## src/rtl/adcsq_pkg.sv

```systemverilog
// Constants and types shared by the converter sequencing control block.
package adcsq_pkg;

   // ---------------------------------------------------------------
   // Register byte addresses on the APB side.
   // ---------------------------------------------------------------
   localparam logic [3:0] OFF_STATUS_CONTROL = 4'h0;
   localparam logic [3:0] OFF_RESULT         = 4'h4;
   localparam logic [3:0] OFF_CLOCK_SELECT   = 4'h8;

   // ---------------------------------------------------------------
   // Field positions.
   // ---------------------------------------------------------------
   localparam int DONE_BIT      = 7;
   localparam int IRQ_EN_BIT    = 6;
   localparam int CONT_BIT      = 5;
   localparam int CHAN_MSB      = 4;
   localparam int CHAN_LSB      = 0;
   localparam int PRESCALE_MSB  = 7;
   localparam int PRESCALE_LSB  = 5;
   localparam int SOURCE_BIT    = 4;

   // ---------------------------------------------------------------
   // Reset values.
   // ---------------------------------------------------------------
   localparam logic [4:0] CHAN_RESET     = 5'h1f;
   localparam logic [2:0] PRESCALE_RESET = 3'h0;
   localparam logic       SOURCE_RESET   = 1'b0;

   // ---------------------------------------------------------------
   // Channel codes.
   // ---------------------------------------------------------------
   localparam logic [4:0] CH_EXT_LAST  = 5'h05;
   localparam logic [4:0] CH_REF_HIGH  = 5'h1d;
   localparam logic [4:0] CH_REF_LOW   = 5'h1e;
   localparam logic [4:0] CH_POWER_OFF = 5'h1f;
   localparam int         EXT_CHANNELS = 6;

   // ---------------------------------------------------------------
   // Conversion timing in converter clock ticks: one sample tick plus
   // two ticks per result bit gives 17.
   // ---------------------------------------------------------------
   localparam int         RESULT_BITS    = 8;
   localparam int         CONV_TICKS     = 1 + 2 * RESULT_BITS;
   localparam logic [7:0] SAR_FIRST_TRIAL = 8'h80;
   localparam logic [2:0] SAR_TOP_BIT     = 3'h7;

   // ---------------------------------------------------------------
   // Conversion sequencer states.
   // ---------------------------------------------------------------
   typedef enum logic [1:0] {
      ST_IDLE   = 2'b00,
      ST_SAMPLE = 2'b01,
      ST_TRIAL  = 2'b10,
      ST_JUDGE  = 2'b11
   } adcsq_state_t;

endpackage

```

## src/rtl/adcsq_top.sv

```systemverilog
// Sequencing control for an 8-bit successive approximation converter.
//
// The implementer's own choices: the APB register port and the address map.
`timescale 1ns/1ps
// Behaviour
// - With interrupt enable set, raise an interrupt after every conversion.
// - With interrupts enabled, done flag is never set and reads zero.
// - Interrupts off: flag set at conversion end, cleared by result read.
// - Interrupt drops on result read or control write; reset clears enable.
// - Continuous bit converts back to back; else one conversion per write.
// - Conversions run on during wait; the interrupt can wake the processor.
// - Stop mode makes the block idle and aborts a running conversion.
// - Conversions resume on leaving stop; software drops the first result.
// - Five-bit channel field; codes zero to five pick external inputs.
// - Code 11101 selects high reference, 11110 selects low reference.
// - All-ones code powers the converter off; first result after is unsettled.
// - Reserved channel codes give an undefined result.
// - One 8-bit result register, written at each conversion end.
// - Prescaler divides by 1, 2, 4, 8, or 16 when its top bit is set.
// - Source bit set picks bus clock, clear picks oscillator clock.
// - A control write starts a conversion lasting 17 converter ticks.
// - Continuous results overwrite the result register unread or not.
// - The selected port pin is claimed as input and reads zero.
module adcsq_top (
   // Clock and reset.
   input  wire logic        mclk,
   input  wire logic        reset,
   // APB slave.
   input  wire logic [3:0]  paddr,
   input  wire logic        psel,
   input  wire logic        penable,
   input  wire logic        pwrite,
   input  wire logic [31:0] pwdata,
   output logic      [31:0] prdata,
   output logic             pready,
   output logic             pslverr,
   // System state and oscillator.
   input  wire logic        stop_mode,
   input  wire logic        oscillator_clock,
   // Analog core.
   input  wire logic        comparator_above,
   output logic      [7:0]  dac_code,
   output logic             sample_hold,
   output logic             converter_power_on,
   output logic      [4:0]  mux_select,
   output logic             select_reference_high,
   output logic             select_reference_low,
   // Shared port pins.
   input  wire logic [5:0]  port_pin_in,
   output logic      [5:0]  analog_pin_claim,
   output logic      [5:0]  port_read_data,
   // Interrupt request.
   output logic             conversion_irq
);

   // ---------------------------------------------------------------
   // Declarations.
   // ---------------------------------------------------------------
   logic                 irq_enable;
   logic                 continuous_convert;
   logic [4:0]           channel_select;
   logic [2:0]           clock_prescale;
   logic                 clock_source_select;
   logic                 conversion_done_flag;
   logic [7:0]           result;
   adcsq_pkg::adcsq_state_t state;
   logic [2:0]           bit_idx;
   logic [3:0]           div_cnt;
   logic [3:0]           div_mask;
   logic                 osc_s1;
   logic                 osc_s2;
   logic                 osc_s3;
   logic                 cmp_s1;
   logic                 cmp_s2;
   logic [5:0]           pin_s1;
   logic [5:0]           pin_s2;
   logic                 stop_q;
   logic                 resume;
   logic                 src_tick;
   logic                 adc_tick;
   logic                 access;
   logic                 wr_scr;
   logic                 wr_clk;
   logic                 rd_res;
   logic                 start;
   logic                 leave_stop;
   logic                 finish;
   logic                 mapped;
   logic [7:0]           read_mux;
   logic [7:0]           judged;

   // ---------------------------------------------------------------
   // Bus decode.
   // ---------------------------------------------------------------
   // A transfer completes at the edge where pready is sampled high.
   assign access = psel & penable & pready;
   assign wr_scr = access & pwrite & (paddr == adcsq_pkg::OFF_STATUS_CONTROL);
   assign wr_clk = access & pwrite & (paddr == adcsq_pkg::OFF_CLOCK_SELECT);
   assign rd_res = access & ~pwrite & (paddr == adcsq_pkg::OFF_RESULT);
   assign mapped = (paddr == adcsq_pkg::OFF_STATUS_CONTROL) |
                   (paddr == adcsq_pkg::OFF_RESULT) |
                   (paddr == adcsq_pkg::OFF_CLOCK_SELECT);

   // Read data; the done flag is masked while interrupts are enabled.
   always_comb begin
      read_mux = 8'h00;
      if (paddr == adcsq_pkg::OFF_STATUS_CONTROL) begin
         read_mux[adcsq_pkg::DONE_BIT] = conversion_done_flag & ~irq_enable;
         read_mux[adcsq_pkg::IRQ_EN_BIT] = irq_enable;
         read_mux[adcsq_pkg::CONT_BIT] = continuous_convert;
         read_mux[adcsq_pkg::CHAN_MSB:adcsq_pkg::CHAN_LSB] = channel_select;
      end else if (paddr == adcsq_pkg::OFF_RESULT) begin
         read_mux = result;
      end else if (paddr == adcsq_pkg::OFF_CLOCK_SELECT) begin
         read_mux[adcsq_pkg::PRESCALE_MSB:adcsq_pkg::PRESCALE_LSB] = clock_prescale;
         read_mux[adcsq_pkg::SOURCE_BIT] = clock_source_select;
      end
   end

   // Every access is answered one cycle into its access phase.
   always_ff @(posedge mclk) begin
      if (reset) begin
         pready  <= 1'b0;
         pslverr <= 1'b0;
         prdata  <= 32'h0000_0000;
      end else begin
         pready  <= psel & penable & ~pready;
         pslverr <= psel & penable & ~pready & ~mapped;
         prdata  <= (psel & penable & ~pready & ~pwrite) ? {24'h00_0000, read_mux}
                                                         : 32'h0000_0000;
      end
   end

   // ---------------------------------------------------------------
   // Control registers.
   // ---------------------------------------------------------------
   // The done flag position in write data is ignored.
   always_ff @(posedge mclk) begin
      if (reset) begin
         irq_enable         <= 1'b0;
         continuous_convert <= 1'b0;
         channel_select     <= adcsq_pkg::CHAN_RESET;
      end else if (wr_scr) begin
         irq_enable         <= pwdata[adcsq_pkg::IRQ_EN_BIT];
         continuous_convert <= pwdata[adcsq_pkg::CONT_BIT];
         channel_select     <= pwdata[adcsq_pkg::CHAN_MSB:adcsq_pkg::CHAN_LSB];
      end
   end

   // Clock select register.
   always_ff @(posedge mclk) begin
      if (reset) begin
         clock_prescale      <= adcsq_pkg::PRESCALE_RESET;
         clock_source_select <= adcsq_pkg::SOURCE_RESET;
      end else if (wr_clk) begin
         clock_prescale      <= pwdata[adcsq_pkg::PRESCALE_MSB:adcsq_pkg::PRESCALE_LSB];
         clock_source_select <= pwdata[adcsq_pkg::SOURCE_BIT];
      end
   end

   // ---------------------------------------------------------------
   // Converter clock.
   // ---------------------------------------------------------------
   // The oscillator is foreign to mclk, so only its synchronised copy is
   // edge detected; it must run well below mclk/2 to be seen at all.
   always_ff @(posedge mclk) begin
      if (reset) begin
         osc_s1 <= 1'b0;
         osc_s2 <= 1'b0;
         osc_s3 <= 1'b0;
      end else begin
         osc_s1 <= oscillator_clock;
         osc_s2 <= osc_s1;
         osc_s3 <= osc_s2;
      end
   end

   assign src_tick = clock_source_select | (osc_s2 & ~osc_s3);

   always_comb begin
      unique case (clock_prescale)
         3'h0:    div_mask = 4'h0;
         3'h1:    div_mask = 4'h1;
         3'h2:    div_mask = 4'h3;
         3'h3:    div_mask = 4'h7;
         default: div_mask = 4'hf;
      endcase
   end

   assign adc_tick = src_tick & (div_cnt >= div_mask);

   // Prescaler counter; >= keeps it safe when the ratio shrinks mid-count.
   always_ff @(posedge mclk) begin
      if (reset) begin
         div_cnt <= 4'h0;
      end else if (adc_tick) begin
         div_cnt <= 4'h0;
      end else if (src_tick) begin
         div_cnt <= div_cnt + 4'h1;
      end
   end

   // ---------------------------------------------------------------
   // Conversion sequencer.
   // ---------------------------------------------------------------
   // Comparator output is asynchronous to mclk.
   always_ff @(posedge mclk) begin
      if (reset) begin
         cmp_s1 <= 1'b0;
         cmp_s2 <= 1'b0;
      end else begin
         cmp_s1 <= comparator_above;
         cmp_s2 <= cmp_s1;
      end
   end

   assign start      = wr_scr & (pwdata[adcsq_pkg::CHAN_MSB:adcsq_pkg::CHAN_LSB] !=
                                 adcsq_pkg::CH_POWER_OFF);
   assign leave_stop = stop_q & ~stop_mode;
   assign judged     = cmp_s2 ? dac_code : (dac_code & ~(8'h01 << bit_idx));
   assign finish     = adc_tick & ~stop_mode & ~wr_scr & ~leave_stop &
                       (state == adcsq_pkg::ST_JUDGE) & (bit_idx == 3'h0);

   // Stop entry remembers whether work must resume on exit.
   always_ff @(posedge mclk) begin
      if (reset) begin
         stop_q <= 1'b0;
         resume <= 1'b0;
      end else begin
         stop_q <= stop_mode;
         if (stop_mode & ~stop_q) begin
            resume <= (state != adcsq_pkg::ST_IDLE) | continuous_convert;
         end else if (leave_stop) begin
            resume <= 1'b0;
         end
      end
   end

   // Sample, then one trial and one judge tick per bit: 17 ticks total.
   always_ff @(posedge mclk) begin
      if (reset) begin
         state       <= adcsq_pkg::ST_IDLE;
         dac_code    <= 8'h00;
         bit_idx     <= 3'h0;
         sample_hold <= 1'b0;
      end else if (stop_mode) begin
         state       <= adcsq_pkg::ST_IDLE;
         sample_hold <= 1'b0;
      end else if (wr_scr) begin
         state       <= start ? adcsq_pkg::ST_SAMPLE : adcsq_pkg::ST_IDLE;
         sample_hold <= start;
      end else if (leave_stop & resume & (channel_select != adcsq_pkg::CH_POWER_OFF)) begin
         state       <= adcsq_pkg::ST_SAMPLE;
         sample_hold <= 1'b1;
      end else if (adc_tick) begin
         unique case (state)
            adcsq_pkg::ST_IDLE: begin
               sample_hold <= 1'b0;
            end
            adcsq_pkg::ST_SAMPLE: begin
               sample_hold <= 1'b0;
               dac_code    <= adcsq_pkg::SAR_FIRST_TRIAL;
               bit_idx     <= adcsq_pkg::SAR_TOP_BIT;
               state       <= adcsq_pkg::ST_TRIAL;
            end
            adcsq_pkg::ST_TRIAL: begin
               state <= adcsq_pkg::ST_JUDGE;
            end
            adcsq_pkg::ST_JUDGE: begin
               if (bit_idx == 3'h0) begin
                  dac_code <= judged;
                  state       <= continuous_convert ? adcsq_pkg::ST_SAMPLE
                                                    : adcsq_pkg::ST_IDLE;
                  sample_hold <= continuous_convert;
               end else begin
                  dac_code <= judged | (8'h01 << (bit_idx - 3'h1));
                  bit_idx  <= bit_idx - 3'h1;
                  state    <= adcsq_pkg::ST_TRIAL;
               end
            end
         endcase
      end
   end

   // ---------------------------------------------------------------
   // Result, flag and interrupt.
   // ---------------------------------------------------------------
   // result on each completion
   always_ff @(posedge mclk) begin
      if (reset) begin
         result <= 8'h00;
      end else if (finish) begin
         result <= judged;
      end
   end

   // Set wins over a result read in the same cycle.
   always_ff @(posedge mclk) begin
      if (reset) begin
         conversion_done_flag <= 1'b0;
      end else if (finish & ~irq_enable) begin
         conversion_done_flag <= 1'b1;
      end else if (rd_res) begin
         conversion_done_flag <= 1'b0;
      end
   end

   // The request also runs in wait mode, so it can wake the processor.
   always_ff @(posedge mclk) begin
      if (reset) begin
         conversion_irq <= 1'b0;
      end else if (finish & irq_enable) begin
         conversion_irq <= 1'b1;
      end else if (rd_res | wr_scr) begin
         conversion_irq <= 1'b0;
      end
   end

   // ---------------------------------------------------------------
   // Analog selection and port pin claim.
   // ---------------------------------------------------------------
   // channel field to mux
   // reserved codes just pass through, giving no defined result.
   always_ff @(posedge mclk) begin
      if (reset) begin
         mux_select            <= adcsq_pkg::CHAN_RESET;
         converter_power_on    <= 1'b0;
         select_reference_high <= 1'b0;
         select_reference_low  <= 1'b0;
      end else begin
         mux_select            <= channel_select;
         converter_power_on    <= channel_select != adcsq_pkg::CH_POWER_OFF;
         select_reference_high <= channel_select == adcsq_pkg::CH_REF_HIGH;
         select_reference_low  <= channel_select == adcsq_pkg::CH_REF_LOW;
      end
   end

   // Pin levels come from outside and are synchronised first.
   always_ff @(posedge mclk) begin
      if (reset) begin
         pin_s1 <= 6'h00;
         pin_s2 <= 6'h00;
      end else begin
         pin_s1 <= port_pin_in;
         pin_s2 <= pin_s1;
      end
   end

   for (genvar i = 0; i < adcsq_pkg::EXT_CHANNELS; i++) begin : g_pin
      always_ff @(posedge mclk) begin
         if (reset) begin
            analog_pin_claim[i] <= 1'b0;
            port_read_data[i]   <= 1'b0;
         end else begin
            analog_pin_claim[i] <= channel_select == 5'(i);
            port_read_data[i]   <= pin_s2[i] & (channel_select != 5'(i));
         end
      end
   end

endmodule
```

## config.mk

```make
export PLATFORM = sky130hd
export DESIGN_NAME = adcsq_top
export DESIGN_NICKNAME = d
export VERILOG_FILES = /design/src/rtl/adcsq_pkg.sv /design/src/rtl/adcsq_top.sv
export SDC_FILE = /design/constraint.sdc
export NUM_CORES = 1
export LEC_CHECK = 0
export BUFFER_PORTS_ARGS = -buffer_cell sky130_fd_sc_hd__buf_4
export CAP_MARGIN = 40
export CORE_MARGIN = 8
export CORE_UTILIZATION = 50
export CTS_CLUSTER_SIZE = 14
export DETAILED_ROUTE_END_ITERATION = 6
export GPL_TIMING_DRIVEN = 0
export HOLD_SLACK_MARGIN = 0.1
export PLACE_DENSITY = 0.78
export SETUP_SLACK_MARGIN = 0.5
export SYNTH_ARGS = -nofsm -noshare
export SYNTH_HDL_FRONTEND = slang
export SYNTH_SLANG_ARGS = --single-unit
```

## constraint.sdc

```tcl
create_clock -name mclk -period 3.2 [get_ports mclk]
set_input_delay 0.64 -clock mclk [delete_from_list [all_inputs] [get_ports mclk]]
set_output_delay 0.64 -clock mclk [all_outputs]
set_load 0.005 [all_outputs]
```

==> results of run 1 <==
-- synth_stat cells (2+ instances only) --
cell type | number | area (sq um)
nor3_1 | 15 | 75.1
o211ai_1 | 2 | 15.0
a32o_1 | 3 | 30.0
or3_1 | 3 | 18.8
a311oi_1 | 5 | 43.8
a21oi_1 | 20 | 100
ha_1 | 13 | 163
a221oi_1 | 3 | 26.3
a211o_1 | 5 | 43.8
a211oi_1 | 3 | 22.5
nand3_1 | 17 | 85.1
a41oi_1 | 2 | 17.5
xnor2_1 | 2 | 17.5
a311o_1 | 3 | 30.0
a31oi_1 | 4 | 25.0
inv_1 | 19 | 71.3
nand4_1 | 2 | 12.5
nor3_2 | 2 | 20.0
o21ai_0 | 2 | 10.0
xor2_1 | 2 | 17.5
mux2i_1 | 13 | 130
nand2_1 | 26 | 97.6
and2_1 | 2 | 12.5
and4_1 | 3 | 26.3
dfxtp_1 | 88 | 1760
nand2b_1 | 10 | 62.6
nor3b_1 | 4 | 30.0
buf_4 | 25 | 188
and3_1 | 2 | 12.5
or2_2 | 7 | 43.8
nor2_1 | 35 | 131
clkbuf_1 | 14 | 52.6
nor2b_1 | 33 | 206
buf_2 | 5 | 25.0
o31ai_1 | 3 | 22.5
buf_1 | 2 | 7.51
a31o_2 | 2 | 17.5
-- registers in the layout, indices dropped and copies added (netlist names), 2 cells and up --
name and flops:
dac_code 8, prdata 8, result 8, analog_pin_claim 6, pin_s1 6, pin_s2 6
port_read_data 6, channel_select 5, mux_select 5, div_cnt 4, bit_idx 3, clock_prescale 3
state 2
-- path summary, 6_finish.rpt --
kind                                         from                 to  slack (ps)
worst min register to register          pin_s2[5]  port_read_data[5]         420
worst max register to register  clock_prescale[2]        dac_code[6]         620
worst max-delay path            clock_prescale[2]        dac_code[6]         620
worst min-delay path                    pin_s2[5]  port_read_data[5]         420
-- per-stage QoR --
step / hold WS, ps / setup slack [ps]
floorplan: 394 / 791
global placement: 403 / 615
detailed placement: 401 / 585
CTS: 408 / 562
global route: 423 / 485
finish: 415 / 625
-- layout by cell type, fill, tap and decap left out, drive strengths merged, types with 4 or more instances in the layout --
master  count
a211o       5
a21oi      20
a221oi      4
a311oi      5
a31oi       4
buf        99
clkbuf     23
conb       24
dfxtp      88
ha         13
inv        23
mux2i      13
nand2      26
nand2b     10
nand3      17
nor2       35
nor2b      33
nor3       17
nor3b       4
or2         7
-- power groups by stage --
stage	combinational, uW	clock [uW]	sequential (uW)
global placement	127	0	1140
finish	132	750	1110
floorplan	78.9	0	1140
detailed placement	130	0	1140
global route	146	819	1120
CTS	130	769	1110
-- cell families after synthesis --
kind of cell | Yosys count
other | 1
adder cells (fa/ha/maj) | 13
multiplexers | 13
flip-flops | 88
XOR/XNOR | 4
AO/OA/AOI/OAI | 67
buffers and inverters | 66
AND/OR/NAND/NOR | 167
-- worst reg2reg max path, stage by stage (launching register included) --
cell	delay [ps]
dfxtp_1	380
or3_1	390
ha_1	270
nand2b_1	170
a2111oi_4	430
nor3_2	180
and4_1	240
buf_2	170
a32o_1	240
-- repair_timing --
item | 4_1_cts | 5_1_grt
setup buffers | 0 | 1
gates resized for setup | 0 | 1
setup endpoints to repair | 0 | 11
-- routing by layer --
metal  GRT usage [%]  vias to the layer above  wire, um
met4            7.24                        0       193
met2            29.8                      131      4630
li1                -                     1601         -
met3            4.03                       18       730
met5               0                        -         0
met1            21.8                     1437      4010
-- area by class of cell --
type,instances,area (sq um)
clock buffers,9,124
clock inverters,7,72.6
repair buffers,66,495
plain buffers,47,284
well taps,102,128
multi-input cells,288,1870
inverters,19,71.3
fillers,643,2840
flip-flops and latches,88,1760
==> run_results.csv, run 1 <==
group,metric,value,unit
placement,placed_area,4590,sq um
pwr,ir_worst_vdd,0.000262,V
pwr,p_total,2000,uW
placement,io_buffers,65,
worst_setup_path,critPathMaxFanout,9,
die,rows,32,
final_layout,antenna-diode-count,0,
die,core_area,7650,sq um
placement,dp.cells,609,
synthesis,synthMuxAreaShare,3.34,%
cts,numCtsBuffers,9,
placement,place.gp.congestion,0.938,
run_status,status,"complete, no violations",
flow_run,max_cap_viol_count,0,
synthesis,synth_edf_count,0,
global_route,grt_overflow,0,
synthesis,synth_compound_area_share,13.3,%
sta,worst_pin_slew,600,ps
synthesis,synth_area_per_cell,9.29,sq um
pwr,power_switching,516,uW
worst_setup_path,crit_required,3450,ps
final_layout,area_delta_synth_final,23.5,%
detailed_routing,post_drt_wl_per_cell,15.3,um
sta,finalCritPeriodShare,80.5,%
cts,clock_sinks,88,
sta,max_freq,388,MHz
cts,hold_buffers,0,
sta,min_period,2580,ps
worst_setup_path,path_depth,8,
synthesis,ys_seq_elements,88,
detailed_routing,via_per_inst,5.09,
detailed_routing,dr.first_iter.drc_count,175,
worst_setup_path,end_kind,"flop",
final_layout,fin_nets,582,
sta,report.final.hold_viol_count,0,
sta,final-setup-viol-count,0,
synthesis,synth_top_family_by_area,"simple AND/OR/NAND/NOR gates",
global_route,grt_pass1_wl,16.0,mm
worst_setup_path,path_cells,"or3_1, ha_1, nand2b_1, a2111oi_4, nor3_2, and4_1, buf_2, a32o_1",
final_layout,layout.cells.non_filler,626,
cts,path_clk_slew,100,ps
synthesis,synth_fa_ha_area_share,4.18,%
sta,fin_setup_tns,0,ps
pwr,power_frac_comb,6.6,%
die,die_w,104,um
synthesis,synth_top_flop_cell,"dfxtp_1",
pwr,pwr-share-clk,37.6,%
pwr,p_sw_share,25.8,%
final_layout,layout-drive-gt1-share,25.0,%
cts,cts_tree,"yes",
synthesis,yosys_warnings,0,
worst_setup_path,cp_num_buf_inv,1,
placement,dp_hpwl,7.39,mm
global_route,grt_max_degree,19,
pwr,intPower,1480,uW
detailed_routing,vias,3187,
sta,maxSlewHeadroom,60.0,%
global_route,grt_usage,17.9,%
detailed_routing,drt_drc_violations_left,0,
die,die_area,10900,sq um
cts,clockBufferDepth,2,
worst_setup_path,cp_slowest_stage_delay,430,ps
die,start_util,50.9,%
cts,htreeDepth,3,
synthesis,synth_area,3890,sq um
worst_setup_path,crit_type,"flop to flop",
pwr,p_leak,0.00203,uW
worst_setup_path,crit_slowest_cell,"a2111oi_4",
final_layout,fin_area,4810,sq um
die,fp.dieH,104,um
worst_setup_path,critical_path.top_delay_family,"simple AND/OR/NAND/NOR gates",
die,ioPinCount,114,
global_route,grt_pass1_vias,3256,
synthesis,async_flop_share,0,%
worst_setup_path,r2r_cells,8,
cts,clock_latency,360,ps
min_path,hp-class,"flop to flop",
pwr,power_frac_seq,55.8,%
synthesis,ys_types,55,
worst_setup_path,start_kind,"flop",
final_layout,layout.core_utilization,62.8,%
detailed_routing,ant_nets,0,
detailed_routing,wl,9.56,mm
cts,clock-root-buffer,"clkbuf_8",
worst_setup_path,arrival,2820,ps
synthesis,ys_seq_area_share,45.3,%
synthesis,postSynthCellCount,419,
sta,finalMaxSlewViolations,0,
sta,rsz0062_at_grt,"true",
min_path,hold_path_depth,2,
detailed_routing,first_pass_iters,5,
global_route,grt_antenna_before_repair,0,
synthesis,synthSimpleGateAreaFrac,23.7,%
pwr,p_per_area,416,nW/um^2
sta,skew,10.5,ps
synthesis,synth-xor-area-share,0.900,%
Power figures use the tool's default switching activity.
==> run 2, diff against run 1 <==
--- a/config.mk
+++ b/config.mk
@@ -8,12 +8,12 @@
 export BUFFER_PORTS_ARGS = -buffer_cell sky130_fd_sc_hd__buf_4
 export CAP_MARGIN = 40
 export CORE_MARGIN = 8
-export CORE_UTILIZATION = 50
+export CORE_UTILIZATION = 47
 export CTS_CLUSTER_SIZE = 14
 export DETAILED_ROUTE_END_ITERATION = 6
 export GPL_TIMING_DRIVEN = 0
 export HOLD_SLACK_MARGIN = 0.1
-export PLACE_DENSITY = 0.78
+export PLACE_DENSITY = 0.76
 export SETUP_SLACK_MARGIN = 0.5
 export SYNTH_ARGS = -nofsm -noshare
 export SYNTH_HDL_FRONTEND = slang
==> constraint.sdc (replaced) <==
create_clock -name mclk -period 2.3 [get_ports mclk]
set_input_delay 0.46 -clock mclk [delete_from_list [all_inputs] [get_ports mclk]]
set_output_delay 0.46 -clock mclk [all_outputs]
set_load 0.005 [all_outputs]
==> run 2 against run 1 <==
Compared with the run above: the run now ends with negative setup slack left; hold slack worse by 120 ps; die area up 5.4%; power up 41%; critical path type unchanged; largest cell class unchanged.
==> run_results.csv, run 2 (same netlist as run 1, synthesis figures left out) <==
group,metric,value,unit
run_status,status,"complete, but fails checks",
run_status,violations,"negative setup slack",
pwr,ir_worst_vdd,0.000372,V
flow_run,max_cap_viol_count,0,
pwr,p_total,2820,uW
worst_setup_path,crit_slowest_cell,"or3_1",
sta,skew,11.8,ps
worst_setup_path,cp_num_buf_inv,3,
final_layout,nFillCells,669,
sta,min_period,2450,ps
min_path,min-delay-start,"pwrite",
sta,finalCritPeriodShare,106,%
worst_setup_path,arrival,2680,ps
cts,clock-root-buffer,"clkbuf_8",
sta,final-setup-viol-count,18,
final_layout,layout-drive-gt1-share,33.1,%
final_layout,final-seq-area,1770,sq um
detailed_routing,first_pass_iters,4,
worst_setup_path,critical_path.top_delay_family,"simple AND/OR/NAND/NOR gates",
sta,report.final.hold_viol_count,0,
placement,place.gp.congestion,0.898,
worst_setup_path,path_cells,"or3_1, ha_1, nand2b_4, a2111oi_4, buf_6, buf_4, nor4b_4, buf_6, mux2i_1, nor2_1",
sta,rsz0062_at_grt,"true",
placement,post-place-ws,-227,ps
sta,final.setup.worst_slack,-149,ps
detailed_routing,via_per_inst,5.26,
worst_setup_path,reg2reg_from,"clock_prescale[2]",
worst_setup_path,path_depth,10,
pwr,p_per_area,545,nW/um^2
global_route,grt_overflow,0,
pwr,p_leak,0.00215,uW
final_layout,final_cell_mix,"buf_4 (98), dfxtp_1 (87), nor2_1 (35)",
die,core_area,8130,sq um
min_path,min_to,"prdata[7]",
global_route,grt_pass1_wl,16.3,mm
worst_setup_path,end_kind,"flop",
die,die_area,11400,sq um
cts,htreeDepth,3,
die,start_util,47.8,%
sta,worst_pin_slew,681,ps
final_layout,fin_nets,595,
detailed_routing,dr.first_iter.drc_count,240,
sta,maxSlewHeadroom,54.5,%
final_layout,final_common_cell,"buf_4",
final_layout,multiInputGateArea,2070,sq um
cts,path_clk_slew,100,ps
global_route,grt_usage,18.0,%
worst_setup_path,crit_type,"flop to flop",
worst_setup_path,r2r_setup_slack,-150,ps
worst_setup_path,r2r_end,"result[7]",
global_route,grt_pass1_vias,3366,
cts,clock_latency,370,ps
worst_setup_path,cp_slowest_stage_delay,370,ps
die,fp.dieH,107,um
final_layout,antenna-diode-count,0,
sta,finalMaxSlewViolations,0,
min_path,hold_path_depth,2,
cts,hold_buffers,0,
detailed_routing,vias,3380,
global_route,grt_antenna_before_repair,0,
detailed_routing,post_drt_wl_per_cell,16.3,um
worst_setup_path,critPathMaxFanout,5,
worst_setup_path,cp_common_cell,"buf_6",
detailed_routing,ant_nets,0,
cts,clock_sinks,88,
worst_setup_path,setup.worst_path.start,"clock_prescale[2]",
final_layout,reg_top3,"dac_code (8), prdata (8), result (8)",
cts,cts_tree,"yes",
die,rows,33,
detailed_routing,wl,10.5,mm
detailed_routing,drt_drc_violations_left,0,
sta,max_freq,408,MHz
worst_setup_path,r2r_cells,10,
die,ioPinCount,114,
placement,dp_hpwl,7.40,mm
worst_setup_path,crit_required,2540,ps
worst_setup_path,start_kind,"flop",
die,die_w,107,um
final_layout,area_delta_synth_final,32.8,%
global_route,grt_max_degree,19,
min_path,hp-class,"input port to flop",
cts,numCtsBuffers,9,
placement,io_buffers,65,
cts,clockBufferDepth,2,
run 2: changes by cell type in the layout (fill, tap and decap cells not counted), sizes merged:
cell / change
buf: +14
clkinv: +1
inv: -1
clkbuf: -1
run 2: cell type report:
cell class	count	share of cell area [%]
buffer	47	5.81
multi-input combinational	288	40.0
tap	105	2.54
sequential	88	34.2
inverter	19	1.38
timing repair buffer	79	12.3
clock inverter	7	1.45
clock buffer	9	2.40
run 2: worst max path at each step:
stage | end | slack (ps)
finish | result[7] | -150
global route | result[7] | -260
CTS | bit_idx[1] | -120
detailed placement | bit_idx[0] | -230
global placement | bit_idx[0] | -210
floorplan | state[0] | -20
run 2: metal layers:
layer	track usage [%]	wire length (um)	part of all wire [%]
met3	4.98	821	7.8
met4	7.24	255	2.4
met1	20.9	4290	41
met2	30.6	5130	49
met5	0	0	0
run 2: stage by stage:
step / instance area, sq um / hold WS [ps] / setup TNS, ps / cells / util [%]
floorplan: 4030 / 394 / -37.5 / 442 / -
global placement: 4650 / 407 / -1780 / 612 / 57.2
detailed placement: 4650 / 404 / -2690 / 612 / 57.2
CTS: 5040 / 287 / -1160 / 638 / 62.0
global route: 5170 / 290 / -3430 / 642 / 63.5
finish: 5170 / 292 / -1080 / 642 / 63.5
run 2: repair_timing:
item	in CTS	in global routing
gates resized for setup	22	22
cloned	1	0
setup buffers	9	4
setup endpoints to repair	32	39
pin swaps	11	14
run 2: report_power, final:
part,internal (uW),switching [uW]
combinational,102,105
sequential,1540,7.48
clock,428,635
